**config.mk**
```make
export PLATFORM = sky130hd
export DESIGN_NAME = fpc_top
export DESIGN_NICKNAME = d
export VERILOG_FILES = /design/src/design/fpc_pkg.sv /design/src/design/fpc_top.sv /design/src/design/fpc_word_mem.sv
export VERILOG_INCLUDE_DIRS = /design/src /design/src/design
export SDC_FILE = /design/constraint.sdc
export NUM_CORES = 1
export LEC_CHECK = 0
export ABC_AREA = 1
export BUFFER_PORTS_ARGS = -buffer_cell sky130_fd_sc_hd__buf_2
export CAP_MARGIN = 20
export CELL_PAD_IN_SITES_DETAIL_PLACEMENT = 1
export CELL_PAD_IN_SITES_GLOBAL_PLACEMENT = 2
export CORE_MARGIN = 4
export CORE_UTILIZATION = 31
export CTS_CLUSTER_SIZE = 12
export DETAILED_ROUTE_END_ITERATION = 16
export HOLD_SLACK_MARGIN = 0.02
export PLACE_DENSITY_LB_ADDON = 0.1
export SYNTH_ARGS = -nofsm -noshare
export SYNTH_HDL_FRONTEND = slang
export SYNTH_SLANG_ARGS = --single-unit
```
**constraint.sdc**
```tcl
create_clock -name hclk -period 2.8 [get_ports hclk]
set_input_delay 0.14 -clock hclk [delete_from_list [all_inputs] [get_ports hclk]]
set_output_delay 0.14 -clock hclk [all_outputs]
set_load 0.01 [all_outputs]
```
**src/design/fpc_defines.svh**
```systemverilog
`ifndef FPC_DEFINES_SVH
`define FPC_DEFINES_SVH
// Functional notes
// Every set entry is AA at 555, 55 at 2AA, then the set code at 555.
// While a set is active the device blocks reads and writes of block 0.
// Code 40 enters lock register set; program is A0 then data at 00; one read.
// Code 60 enters password set; program is A0 then one word at its word address.
// One password word per program; password read is four reads at 00 to 03.
// Password words may be written or read in any order, all four in the end.
// Unlock is 25, 03 at 00, words 0 to 3 at 00 to 03, then 29 at 00.
// Code C0 with bank address enters non-volatile set; A0 then 00 protects a block.
// Clear all non-volatile bits is 80 then 30 at 00; device programs before erasing.
// A block read in a set returns 00 when protected, 01 when unprotected.
// Code 50 enters lock bit set; A0 then 00 anywhere sets the global lock bit.
// In the lock bit set one read at bank address returns the lock bit.
// Code E0 with bank enters volatile set; A0 then 00 sets, A0 then 01 clears.
// Code 88 maps extended block; exit is AA, 55, 90 then 00 anywhere.
// Leaving any set needs 90 then 00; nothing else returns to read mode.
// Upper data lines and high address lines are ignored in command cycles.
// Status, password and content steps are read cycles; all others are writes.
// Device aborts programming password mode bit once non-volatile mode bit is set.
// With volatile lock boot bit programmed all blocks start volatile-protected.
// Device discards partial sequences that match no step and keeps read state.
`define FPC_OFF_CTRL 8'h00
`define FPC_OFF_ADDR 8'h04
`define FPC_OFF_DATA 8'h08
`define FPC_OFF_STATUS 8'h0C
`define FPC_OFF_RDATA 8'h10
`define FPC_OFF_PWD_HI 4'h2
`define FPC_CTRL_START_BIT 8
`define FPC_U1_ADDR 23'h000555
`define FPC_U2_ADDR 23'h0002AA
`define FPC_U1_DATA 16'h00AA
`define FPC_U2_DATA 16'h0055
`define FPC_CODE_LOCKREG 16'h0040
`define FPC_CODE_PWD 16'h0060
`define FPC_CODE_NONVOLATILE_BLOCK_PROTECT_BIT 16'h00C0
`define FPC_CODE_LOCKBIT 16'h0050
`define FPC_CODE_VPB 16'h00E0
`define FPC_CODE_EXT 16'h0088
`define FPC_CODE_EXIT 16'h0090
`define FPC_CODE_PROG 16'h00A0
`define FPC_CODE_CLR1 16'h0080
`define FPC_CODE_CLR2 16'h0030
`define FPC_CODE_UNL1 16'h0025
`define FPC_CODE_UNL2 16'h0003
`define FPC_CODE_UNL_END 16'h0029
`define FPC_CODE_ZERO 16'h0000
`define FPC_CODE_VPB_CLR 16'h0001
`define FPC_CLK_NS 25
`define FPC_T_WP_NS 35
`define FPC_T_RD_NS 70
`define FPC_T_HOLD_NS 20
`define FPC_WP_CYC (((`FPC_T_WP_NS) + (`FPC_CLK_NS) - 1) / (`FPC_CLK_NS))
`define FPC_RD_CYC (((`FPC_T_RD_NS) + (`FPC_CLK_NS) - 1) / (`FPC_CLK_NS))
`define FPC_HOLD_CYC (((`FPC_T_HOLD_NS) + (`FPC_CLK_NS) - 1) / (`FPC_CLK_NS))
`endif

```
**src/design/fpc_pkg.sv**
```systemverilog
package fpc_pkg;
  typedef enum logic [4:0] {
    FPC_OP_ENTER_LOCKREG = 5'h00, FPC_OP_ENTER_PWD = 5'h01, FPC_OP_ENTER_NONVOLATILE_BLOCK_PROTECT_BIT = 5'h02,
    FPC_OP_ENTER_LOCKBIT = 5'h03, FPC_OP_ENTER_VPB = 5'h04, FPC_OP_ENTER_EXT = 5'h05,
    FPC_OP_LOCKREG_PROG = 5'h06, FPC_OP_LOCKREG_READ = 5'h07, FPC_OP_PWD_PROG = 5'h08,
    FPC_OP_PWD_READ = 5'h09, FPC_OP_PWD_UNLOCK = 5'h0A, FPC_OP_NONVOLATILE_BLOCK_PROTECT_BIT_PROG = 5'h0B,
    FPC_OP_NONVOLATILE_BLOCK_PROTECT_BIT_CLEAR = 5'h0C, FPC_OP_NONVOLATILE_BLOCK_PROTECT_BIT_READ = 5'h0D, FPC_OP_LOCKBIT_PROG = 5'h0E,
    FPC_OP_LOCKBIT_READ = 5'h0F, FPC_OP_VPB_SET = 5'h10, FPC_OP_VPB_CLR = 5'h11,
    FPC_OP_VPB_READ = 5'h12, FPC_OP_EXT_PROG = 5'h13, FPC_OP_EXT_READ = 5'h14,
    FPC_OP_EXT_EXIT = 5'h15, FPC_OP_EXIT_SET = 5'h16
  } fpc_op_t;

  typedef enum logic [2:0] {
    FPC_SET_NONE = 3'h0, FPC_SET_LOCKREG = 3'h1, FPC_SET_PWD = 3'h2, FPC_SET_NONVOLATILE_BLOCK_PROTECT_BIT = 3'h3,
    FPC_SET_LOCKBIT = 3'h4, FPC_SET_VPB = 3'h5, FPC_SET_EXT = 3'h6
  } fpc_set_t;

  typedef enum logic [4:0] {
    FPC_S_IDLE = 5'h01, FPC_S_FETCH = 5'h02, FPC_S_SETUP = 5'h04, FPC_S_PULSE = 5'h08, FPC_S_HOLD = 5'h10
  } fpc_state_t;

  typedef struct packed {
    logic rd;
    logic [22:0] a;
    logic [15:0] d;
  } fpc_step_t;
endpackage

```
**src/design/fpc_top.sv**
```systemverilog
// Decided for this implementation: the AHB-Lite interface to the registers and the placing of the registers.
`timescale 1ns/10ps
`include "fpc_defines.svh"
module fpc_top
  import fpc_pkg::*;
(
  input wire logic hclk,
  input wire logic hresetn,
  input wire logic hsel,
  input wire logic [31:0] haddr,
  input wire logic [1:0] htrans,
  input wire logic hwrite,
  input wire logic [2:0] hsize,
  input wire logic [31:0] hwdata,
  input wire logic hready,
  output logic hreadyout,
  output logic [31:0] hrdata,
  output logic hresp,
  output logic [22:0] flash_addr,
  output logic [15:0] flash_dq_out,
  output logic flash_dq_oe,
  input wire logic [15:0] flash_dq_in,
  output logic flash_ce_n,
  output logic flash_oe_n,
  output logic flash_we_n
);
  fpc_state_t state_reg;
  fpc_op_t op_reg;
  fpc_set_t set_reg;
  fpc_step_t step_reg;
  fpc_step_t cur_step;
  logic [2:0] idx_reg;
  logic [3:0] cnt_reg;
  logic start_pend_reg;
  logic done_reg;
  logic err_reg;
  logic [22:0] addr_reg;
  logic [15:0] data_reg;
  logic [15:0] rdata_reg;
  logic wr_pend_reg;
  logic pwd_wait_reg;
  logic [7:0] baddr_reg;
  logic [15:0] mem_rdata;
  logic mem_wen;
  logic eng_wen;
  logic [1:0] mem_waddr;
  logic [1:0] mem_raddr;
  logic [15:0] mem_wdata;
  logic busy;
  logic bus_take;
  logic start_wr;
  logic [31:0] rd_word;

  function automatic logic is_pwd(input logic [7:0] a);
    return a[7:4] == `FPC_OFF_PWD_HI;
  endfunction

  function automatic logic is_enter(input fpc_op_t op);
    return op inside {FPC_OP_ENTER_LOCKREG, FPC_OP_ENTER_PWD, FPC_OP_ENTER_NONVOLATILE_BLOCK_PROTECT_BIT,
                      FPC_OP_ENTER_LOCKBIT, FPC_OP_ENTER_VPB, FPC_OP_ENTER_EXT};
  endfunction

  function automatic fpc_set_t set_of(input fpc_op_t op);
    case (op)
      FPC_OP_ENTER_LOCKREG, FPC_OP_LOCKREG_PROG, FPC_OP_LOCKREG_READ: return FPC_SET_LOCKREG;
      FPC_OP_ENTER_PWD, FPC_OP_PWD_PROG, FPC_OP_PWD_READ, FPC_OP_PWD_UNLOCK: return FPC_SET_PWD;
      FPC_OP_ENTER_NONVOLATILE_BLOCK_PROTECT_BIT, FPC_OP_NONVOLATILE_BLOCK_PROTECT_BIT_PROG, FPC_OP_NONVOLATILE_BLOCK_PROTECT_BIT_CLEAR, FPC_OP_NONVOLATILE_BLOCK_PROTECT_BIT_READ: return FPC_SET_NONVOLATILE_BLOCK_PROTECT_BIT;
      FPC_OP_ENTER_LOCKBIT, FPC_OP_LOCKBIT_PROG, FPC_OP_LOCKBIT_READ: return FPC_SET_LOCKBIT;
      FPC_OP_ENTER_VPB, FPC_OP_VPB_SET, FPC_OP_VPB_CLR, FPC_OP_VPB_READ: return FPC_SET_VPB;
      FPC_OP_ENTER_EXT, FPC_OP_EXT_PROG, FPC_OP_EXT_READ, FPC_OP_EXT_EXIT: return FPC_SET_EXT;
      default: return FPC_SET_NONE;
    endcase
  endfunction

  // An operation may only run in the set it belongs to, exit in any set but the extended one; entries only from read mode.
  function automatic logic allowed(input fpc_op_t op, input fpc_set_t cur);
    if (is_enter(op)) begin
      return cur == FPC_SET_NONE;
    end else if (op == FPC_OP_EXIT_SET) begin
      return (cur != FPC_SET_NONE) && (cur != FPC_SET_EXT);
    end else begin
      return (cur != FPC_SET_NONE) && (cur == set_of(op));
    end
  endfunction

  function automatic logic [2:0] last_idx(input fpc_op_t op);
    if (is_enter(op)) begin
      return 3'h2;
    end
    case (op)
      FPC_OP_PWD_READ, FPC_OP_EXT_EXIT: return 3'h3;
      FPC_OP_PWD_UNLOCK: return 3'h6;
      FPC_OP_LOCKREG_READ, FPC_OP_NONVOLATILE_BLOCK_PROTECT_BIT_READ, FPC_OP_LOCKBIT_READ, FPC_OP_VPB_READ,
      FPC_OP_EXT_READ: return 3'h0;
      default: return 3'h1;
    endcase
  endfunction

  function automatic logic [15:0] enter_code(input fpc_op_t op);
    case (op)
      FPC_OP_ENTER_LOCKREG: return `FPC_CODE_LOCKREG;
      FPC_OP_ENTER_PWD: return `FPC_CODE_PWD;
      FPC_OP_ENTER_NONVOLATILE_BLOCK_PROTECT_BIT: return `FPC_CODE_NONVOLATILE_BLOCK_PROTECT_BIT;
      FPC_OP_ENTER_LOCKBIT: return `FPC_CODE_LOCKBIT;
      FPC_OP_ENTER_VPB: return `FPC_CODE_VPB;
      FPC_OP_ENTER_EXT: return `FPC_CODE_EXT;
      default: return `FPC_CODE_EXIT;
    endcase
  endfunction

  // Address and data of one bus cycle of an operation; pw is the buffered password word.
  function automatic fpc_step_t step_fn(input fpc_op_t op, input logic [2:0] idx, input logic [22:0] a,
                                        input logic [15:0] d, input logic [15:0] pw);
    fpc_step_t s;
    logic [22:0] idx_a;
    s = '{rd: 1'b0, a: 23'h0, d: `FPC_CODE_ZERO};
    idx_a = {20'h0, idx};
    if (is_enter(op) || op == FPC_OP_EXT_EXIT) begin
      if (idx == 3'h0) begin
        s.a = `FPC_U1_ADDR;
        s.d = `FPC_U1_DATA;
      end else if (idx == 3'h1) begin
        s.a = `FPC_U2_ADDR;
        s.d = `FPC_U2_DATA;
      end else if (idx == 3'h2) begin
        // Only the non-volatile and volatile entries carry the bank in the high lines.
        s.a = (op inside {FPC_OP_ENTER_NONVOLATILE_BLOCK_PROTECT_BIT, FPC_OP_ENTER_VPB}) ? {a[22:16], 16'(`FPC_U1_ADDR)} : `FPC_U1_ADDR;
        s.d = enter_code(op);
      end
    end else if (idx == 3'h0 && op inside {FPC_OP_LOCKREG_PROG, FPC_OP_PWD_PROG, FPC_OP_NONVOLATILE_BLOCK_PROTECT_BIT_PROG,
                 FPC_OP_LOCKBIT_PROG, FPC_OP_VPB_SET, FPC_OP_VPB_CLR, FPC_OP_EXT_PROG}) begin
      s.d = `FPC_CODE_PROG;
    end else begin
      case (op)
        FPC_OP_LOCKREG_PROG: s.d = d;
        FPC_OP_PWD_PROG: begin
          s.a = {21'h0, a[1:0]};
          s.d = pw;
        end
        FPC_OP_PWD_READ: begin
          s.rd = 1'b1;
          s.a = idx_a;
        end
        FPC_OP_PWD_UNLOCK: begin
          if (idx == 3'h0) begin
            s.d = `FPC_CODE_UNL1;
          end else if (idx == 3'h1) begin
            s.d = `FPC_CODE_UNL2;
          end else if (idx == 3'h6) begin
            s.d = `FPC_CODE_UNL_END;
          end else begin
            s.a = 23'(idx_a - 23'h2);
            s.d = pw;
          end
        end
        FPC_OP_NONVOLATILE_BLOCK_PROTECT_BIT_PROG, FPC_OP_VPB_SET: s.a = a;
        FPC_OP_VPB_CLR: begin
          s.a = a;
          s.d = `FPC_CODE_VPB_CLR;
        end
        FPC_OP_NONVOLATILE_BLOCK_PROTECT_BIT_CLEAR: s.d = (idx == 3'h0) ? `FPC_CODE_CLR1 : `FPC_CODE_CLR2;
        FPC_OP_EXT_PROG: begin
          s.a = a;
          s.d = d;
        end
        FPC_OP_LOCKREG_READ, FPC_OP_NONVOLATILE_BLOCK_PROTECT_BIT_READ, FPC_OP_LOCKBIT_READ, FPC_OP_VPB_READ,
        FPC_OP_EXT_READ: begin
          s.rd = 1'b1;
          s.a = a;
        end
        FPC_OP_EXIT_SET: s.d = (idx == 3'h0) ? `FPC_CODE_EXIT : `FPC_CODE_ZERO;
        default: s.d = `FPC_CODE_ZERO;
      endcase
    end
    return s;
  endfunction

  assign busy = start_pend_reg | (state_reg != FPC_S_IDLE);
  assign bus_take = hsel & htrans[1] & hready;
  assign start_wr = wr_pend_reg & (baddr_reg == `FPC_OFF_CTRL) & hwdata[`FPC_CTRL_START_BIT];
  assign cur_step = step_fn(op_reg, idx_reg, addr_reg, data_reg, mem_rdata);

  // Password words live in the buffer; the engine has the read port while busy.
  assign eng_wen = (state_reg == FPC_S_PULSE) && (cnt_reg == 4'h0) && step_reg.rd && (op_reg == FPC_OP_PWD_READ);
  assign mem_wen = eng_wen | (wr_pend_reg & is_pwd(baddr_reg) & ~busy);
  assign mem_waddr = eng_wen ? step_reg.a[1:0] : baddr_reg[3:2];
  assign mem_wdata = eng_wen ? flash_dq_in : hwdata[15:0];
  assign mem_raddr = !busy ? haddr[3:2] : (op_reg == FPC_OP_PWD_UNLOCK) ? 2'(idx_reg - 3'h2) : addr_reg[1:0];

  fpc_word_mem #(.WIDTH(16), .DEPTH(4), .AW(2)) u_pwd_mem (
    .clk(hclk),
    .rst_n(hresetn),
    .wen(mem_wen),
    .waddr(mem_waddr),
    .wdata(mem_wdata),
    .raddr(mem_raddr),
    .rdata(mem_rdata)
  );

  always_comb begin
    if (haddr[7:0] == `FPC_OFF_CTRL) begin
      rd_word = {27'h0, op_reg};
    end else if (haddr[7:0] == `FPC_OFF_ADDR) begin
      rd_word = {9'h0, addr_reg};
    end else if (haddr[7:0] == `FPC_OFF_DATA) begin
      rd_word = {16'h0, data_reg};
    end else if (haddr[7:0] == `FPC_OFF_STATUS) begin
      rd_word = {25'h0, set_reg, 1'b0, err_reg, done_reg, busy};
    end else if (haddr[7:0] == `FPC_OFF_RDATA) begin
      rd_word = {16'h0, rdata_reg};
    end else begin
      rd_word = 32'h0;
    end
  end

  always_ff @(posedge hclk or negedge hresetn) begin
    if (!hresetn) begin
      wr_pend_reg <= 1'b0;
      baddr_reg <= 8'h00;
    end else begin
      wr_pend_reg <= bus_take & hwrite;
      if (bus_take) begin
        baddr_reg <= haddr[7:0];
      end
    end
  end

  // Password buffer reads take one wait state because the buffer read port is registered.
  always_ff @(posedge hclk or negedge hresetn) begin
    if (!hresetn) begin
      hreadyout <= 1'b1;
      pwd_wait_reg <= 1'b0;
      hrdata <= 32'h0;
      hresp <= 1'b0;
    end else begin
      hresp <= 1'b0;
      if (bus_take && !hwrite && is_pwd(haddr[7:0])) begin
        hreadyout <= 1'b0;
        pwd_wait_reg <= 1'b1;
      end else if (pwd_wait_reg) begin
        hreadyout <= 1'b1;
        pwd_wait_reg <= 1'b0;
        hrdata <= {16'h0, mem_rdata};
      end else begin
        hreadyout <= 1'b1;
        if (bus_take && !hwrite) begin
          hrdata <= rd_word;
        end
      end
    end
  end

  always_ff @(posedge hclk or negedge hresetn) begin
    if (!hresetn) begin
      addr_reg <= 23'h0;
      data_reg <= 16'h0;
    end else if (wr_pend_reg && !busy) begin
      if (baddr_reg == `FPC_OFF_ADDR) begin
        addr_reg <= hwdata[22:0];
      end else if (baddr_reg == `FPC_OFF_DATA) begin
        data_reg <= hwdata[15:0];
      end
    end
  end

  always_ff @(posedge hclk or negedge hresetn) begin
    if (!hresetn) begin
      state_reg <= FPC_S_IDLE;
      op_reg <= FPC_OP_ENTER_LOCKREG;
      set_reg <= FPC_SET_NONE;
      step_reg <= '0;
      idx_reg <= 3'h0;
      cnt_reg <= 4'h0;
      start_pend_reg <= 1'b0;
      done_reg <= 1'b0;
      err_reg <= 1'b0;
      rdata_reg <= 16'h0;
      flash_addr <= 23'h0;
      flash_dq_out <= 16'h0;
      flash_dq_oe <= 1'b0;
      flash_ce_n <= 1'b1;
      flash_oe_n <= 1'b1;
      flash_we_n <= 1'b1;
    end else begin
      case (state_reg)
        FPC_S_IDLE: begin
          if (start_pend_reg) begin
            start_pend_reg <= 1'b0;
            if (allowed(op_reg, set_reg)) begin
              state_reg <= FPC_S_FETCH;
              idx_reg <= 3'h0;
              cnt_reg <= 4'h0;
            end else begin
              err_reg <= 1'b1;
              done_reg <= 1'b1;
            end
          end else if (start_wr) begin
            start_pend_reg <= 1'b1;
            op_reg <= fpc_op_t'(hwdata[4:0]);
            done_reg <= 1'b0;
            err_reg <= 1'b0;
          end
        end
        FPC_S_FETCH: begin
          if (cnt_reg == 4'h0) begin
            cnt_reg <= 4'h1;
          end else begin
            step_reg <= cur_step;
            flash_addr <= cur_step.a;
            flash_dq_out <= cur_step.d;
            flash_dq_oe <= ~cur_step.rd;
            flash_ce_n <= 1'b0;
            state_reg <= FPC_S_SETUP;
          end
        end
        FPC_S_SETUP: begin
          if (step_reg.rd) begin
            flash_oe_n <= 1'b0;
            cnt_reg <= 4'(`FPC_RD_CYC - 1);
          end else begin
            flash_we_n <= 1'b0;
            cnt_reg <= 4'(`FPC_WP_CYC - 1);
          end
          state_reg <= FPC_S_PULSE;
        end
        FPC_S_PULSE: begin
          if (cnt_reg == 4'h0) begin
            flash_we_n <= 1'b1;
            flash_oe_n <= 1'b1;
            if (step_reg.rd) begin
              rdata_reg <= flash_dq_in;
            end
            cnt_reg <= 4'(`FPC_HOLD_CYC - 1);
            state_reg <= FPC_S_HOLD;
          end else begin
            cnt_reg <= cnt_reg - 4'h1;
          end
        end
        FPC_S_HOLD: begin
          if (cnt_reg == 4'h0) begin
            flash_ce_n <= 1'b1;
            flash_dq_oe <= 1'b0;
            if (idx_reg == last_idx(op_reg)) begin
              state_reg <= FPC_S_IDLE;
              done_reg <= 1'b1;
              if (is_enter(op_reg)) begin
                set_reg <= set_of(op_reg);
              end else if (op_reg inside {FPC_OP_EXIT_SET, FPC_OP_EXT_EXIT}) begin
                set_reg <= FPC_SET_NONE;
              end
            end else begin
              idx_reg <= idx_reg + 3'h1;
              cnt_reg <= 4'h0;
              state_reg <= FPC_S_FETCH;
            end
          end else begin
            cnt_reg <= cnt_reg - 4'h1;
          end
        end
        default: state_reg <= FPC_S_IDLE;
      endcase
    end
  end
endmodule

```
**src/design/fpc_word_mem.sv**
```systemverilog
`timescale 1ns/10ps
module fpc_word_mem #(
  parameter int WIDTH = 16,
  parameter int DEPTH = 4,
  parameter int AW = 2
) (
  input wire logic clk,
  input wire logic rst_n,
  input wire logic wen,
  input wire logic [AW-1:0] waddr,
  input wire logic [WIDTH-1:0] wdata,
  input wire logic [AW-1:0] raddr,
  output logic [WIDTH-1:0] rdata
);
  logic [WIDTH-1:0] mem_reg [DEPTH];

  always_ff @(posedge clk) begin
    if (wen) begin
      mem_reg[waddr] <= wdata;
    end
  end

  always_ff @(posedge clk or negedge rst_n) begin
    if (!rst_n) begin
      rdata <= '0;
    end else begin
      rdata <= mem_reg[raddr];
    end
  end
endmodule

```
==> run summary <==
async set-reset flop share out of synthesis: 72.9%
arrival time at the worst endpoint: 2.99 ns
synth unique cells: 53
mapped cell area: 0.0115 mm2
power consumption: 0.0100 W
Final Setup Violations: 0
EDFF count, synth: 64
final setup skew: 0.0162 ns
Die Width: 201 um
weighted congestion at the end of routability-driven global placement: 0.825
largest net degree at the start of global routing: 68
Setup crit start kind: flop
post-detailed-placement cell area: 0.0128 mm2
WL per Instance: 19.7 um
worst hold path endpoint: baddr_reg[2]$_DFFE_PN0P_
required time at the endpoint of the critical path: 3.26 ns
prevailing post-synth register cell: sky130_fd_sc_hd__dfrtp_1
Layout Area Growth over Synthesis: 24.0%
fraction of layout instances using a drive strength above 1: 17.5%
cell at the root of the clock tree: sky130_fd_sc_hd__clkbuf_16
final non-filler cell area: 0.0143 mm2
Layout Nets: 1616
Std-Cell Rows: 70
antenna diode instance count: 0
number of warnings printed during yosys synthesis: 0
Worst R2R Start: op_reg[0]$_DFFE_PN0P_
post-route ant nets: 0
setup slack after placement: 0.208 ns
Vias/cell: 4.89
Critical Setup Path Class: reg -> reg
Setup WS post-layout: 0.277 ns
CTS sink count: 236
GRT Resource Usage Total: 19.4%
Initial Utilization: 31.4%
global-route wire length before repair: 61700 um
leakage power figure: 6.59 nW
final period utilization: 90.1%
max-cap viol count: 0
final hold vios: 0
1st-pass router iterations: 6
total global routing overflow: 0
worst min-delay path startpoint: htrans[1]
Filler cells: 4299
initial drt markers: 439
initial antenna violation count: 0
worst reg-to-reg path cell count: 10
core area: 0.0366 mm2
worst-path fanout max: 14
die outline area: 0.0402 mm2
Final Max Slew Viols: 0
vertical die dimension: 201 um
type of element capturing the critical path: flop
result of the run: finished clean
fmax: 0.396 GHz
Largest register FFs: 64
worst hold-check path type: in -> reg
final routed wirelength across all metal layers: 39300 um
number of non-filler instances in the completed layout: 2001
I/O Pins: 167
leading cell type in the layout, fill and taps excluded: sky130_fd_sc_hd__nand2_1
fin util: 39.0%
vias in the first global route: 10200
proportion of synthesized chip area in sequential cells: 54.2%
number of DRC violations after detailed routing: 0
count of buffers inserted at the top-level ports: 119
TritonCTS clock tree: built
post-CTS repair timing setup buffer count: 0
Mapped Cells: 1327
CTS HTree Levels: 1
Avg Synthesized Cell Area: 8.67 um2
number of cells in the design after placement: 1897
max-slew headroom at the worst pin: 54.7%
slew of the pin with the lowest slew margin: 0.678 ns
clock transition at the registers of the reported paths: 0.06 ns
Num CTS Buffers: 29
Reg-to-Reg End: u_pwd_mem.rdata[1]$_DFF_PN0_
register-to-register setup slack: 0.28 ns
number of stages on the worst hold path: 4
worst-case clock buffer depth: 3
commonest non-fill, non-tap cells in the layout: sky130_fd_sc_hd__nand2_1 (264), sky130_fd_sc_hd__dfrtp_1 (167), sky130_fd_sc_hd__nor2_1 (147)
peak supply drop: 439 uV
placed wire-length estimate after detailed placement: 29000 um
clock latency of the later-clocked register in the worst-skew pair: 0.57 ns
clock period minus final worst setup slack: 2.52 ns
number of storage elements in the synthesis netlist: 236
total via count in the routed design: 9777
unrepaired setup endpoints after global routing: false
Cell Pwr Density: 701 mW/mm2
-- logic make-up (layout without fill, tap and decap cells) --
logic type	after synthesis	count (layout)	share of synthesized area, %
XOR/XNOR	4	4	0.305
adder cells (fa/ha/maj)	15	15	1.63
flip-flops	236	236	54.2
AND/OR/NAND/NOR	516	516	18.7
buffers and inverters	220	417	8.52
multiplexers	1	1	0.0979
AO/OA/AOI/OAI	334	334	16.5
other	1	10	0.0326
-- cell type report --
type                       instances  area, um2  share of cell area (%)
timing repair buffer             227       1640                    11.5
clock inverter                    15        150                    1.05
multi-input combinational        880       4350                    30.5
tap                              468        586                    4.11
clock buffer                      38        790                    5.54
inverter                         137        514                    3.61
sequential                       236       6230                    43.7
-- power breakdown --
group          switching, W  internal [W]
sequential         0.000316       0.00389
clock               0.00151       0.00218
combinational       0.00133      0.000765
-- synth_stat cells (12+ instances only) --
cell type / instances / area share (%)
sky130_fd_sc_hd__o211ai_1: 19 / 1.2
sky130_fd_sc_hd__nor2_1: 149 / 4.9
sky130_fd_sc_hd__edfxtp_1: 64 / 17
sky130_fd_sc_hd__ha_1: 15 / 1.6
sky130_fd_sc_hd__o22ai_1: 17 / 0.92
sky130_fd_sc_hd__dfrtp_1: 167 / 36
sky130_fd_sc_hd__o21ai_0: 147 / 6.4
sky130_fd_sc_hd__a21oi_1: 97 / 4.2
sky130_fd_sc_hd__buf_4: 37 / 2.4
sky130_fd_sc_hd__nand4_1: 12 / 0.65
sky130_fd_sc_hd__nor3_1: 14 / 0.61
sky130_fd_sc_hd__clkbuf_1: 38 / 1.2
sky130_fd_sc_hd__nand3_1: 50 / 2.2
sky130_fd_sc_hd__nand2_1: 264 / 8.6
sky130_fd_sc_hd__inv_1: 131 / 4.3
-- through the flow --
step | hold slack, ns | setup TNS, ns
2_1_floorplan | -0.156 | -1.22
3_3_place_gp | 0.114 | 0
3_5_place_dp | 0.112 | 0
4_1_cts | 0.0433 | 0
5_1_grt | 0.0949 | 0
6_report | 0.0617 | 0
-- worst max-delay path, cell delays in order (launching register included) --
cell and delay, ns:
sky130_fd_sc_hd__dfrtp_1 0.38, sky130_fd_sc_hd__inv_1 0.15, sky130_fd_sc_hd__ha_1 0.27, sky130_fd_sc_hd__nand2_1 0.11
sky130_fd_sc_hd__nor2_2 0.27, sky130_fd_sc_hd__o21ai_0 0.26, sky130_fd_sc_hd__o21ai_2 0.28, sky130_fd_sc_hd__buf_4 0.24
sky130_fd_sc_hd__buf_4 0.14, sky130_fd_sc_hd__o21ai_0 0.07, sky130_fd_sc_hd__o22ai_1 0.24
-- worst max path at each step --
stage	from	to	depth (start not counted)
global route	op_reg[1]$_DFFE_PN0P_	cnt_reg[2]$_DFFE_PN0P_	18
CTS	state_reg[1]$_DFFE_PN0P_	u_pwd_mem.mem_reg[1][13]$_DFFE_PP_	12
detailed placement	state_reg[1]$_DFFE_PN0P_	u_pwd_mem.mem_reg[1][14]$_DFFE_PP_	12
floorplan	cnt_reg[0]$_DFFE_PN0P_	u_pwd_mem.mem_reg[2][0]$_DFFE_PP_	12
finish	op_reg[0]$_DFFE_PN0P_	u_pwd_mem.rdata[1]$_DFF_PN0_	10
global placement	state_reg[1]$_DFFE_PN0P_	u_pwd_mem.mem_reg[2][14]$_DFFE_PP_	12
-- metal layers --
layer  global-route usage [%]  up-vias  part of all wire [%]
met5                        0        -                     0
met4                     3.93        0                   1.8
met3                     2.91       47                   3.6
met2                     31.2      166                    45
met1                     27.9     4792                    49
li1                         -     4772                     -
-- what timing repair did --
action / in CTS / in global routing
hold buffers: 51 / 0
resized for setup: 0 / 7
endpoints found under the hold margin: 278 / 0
setup endpoints to repair: 0 / 96
Power figures use the tool's default switching activity.
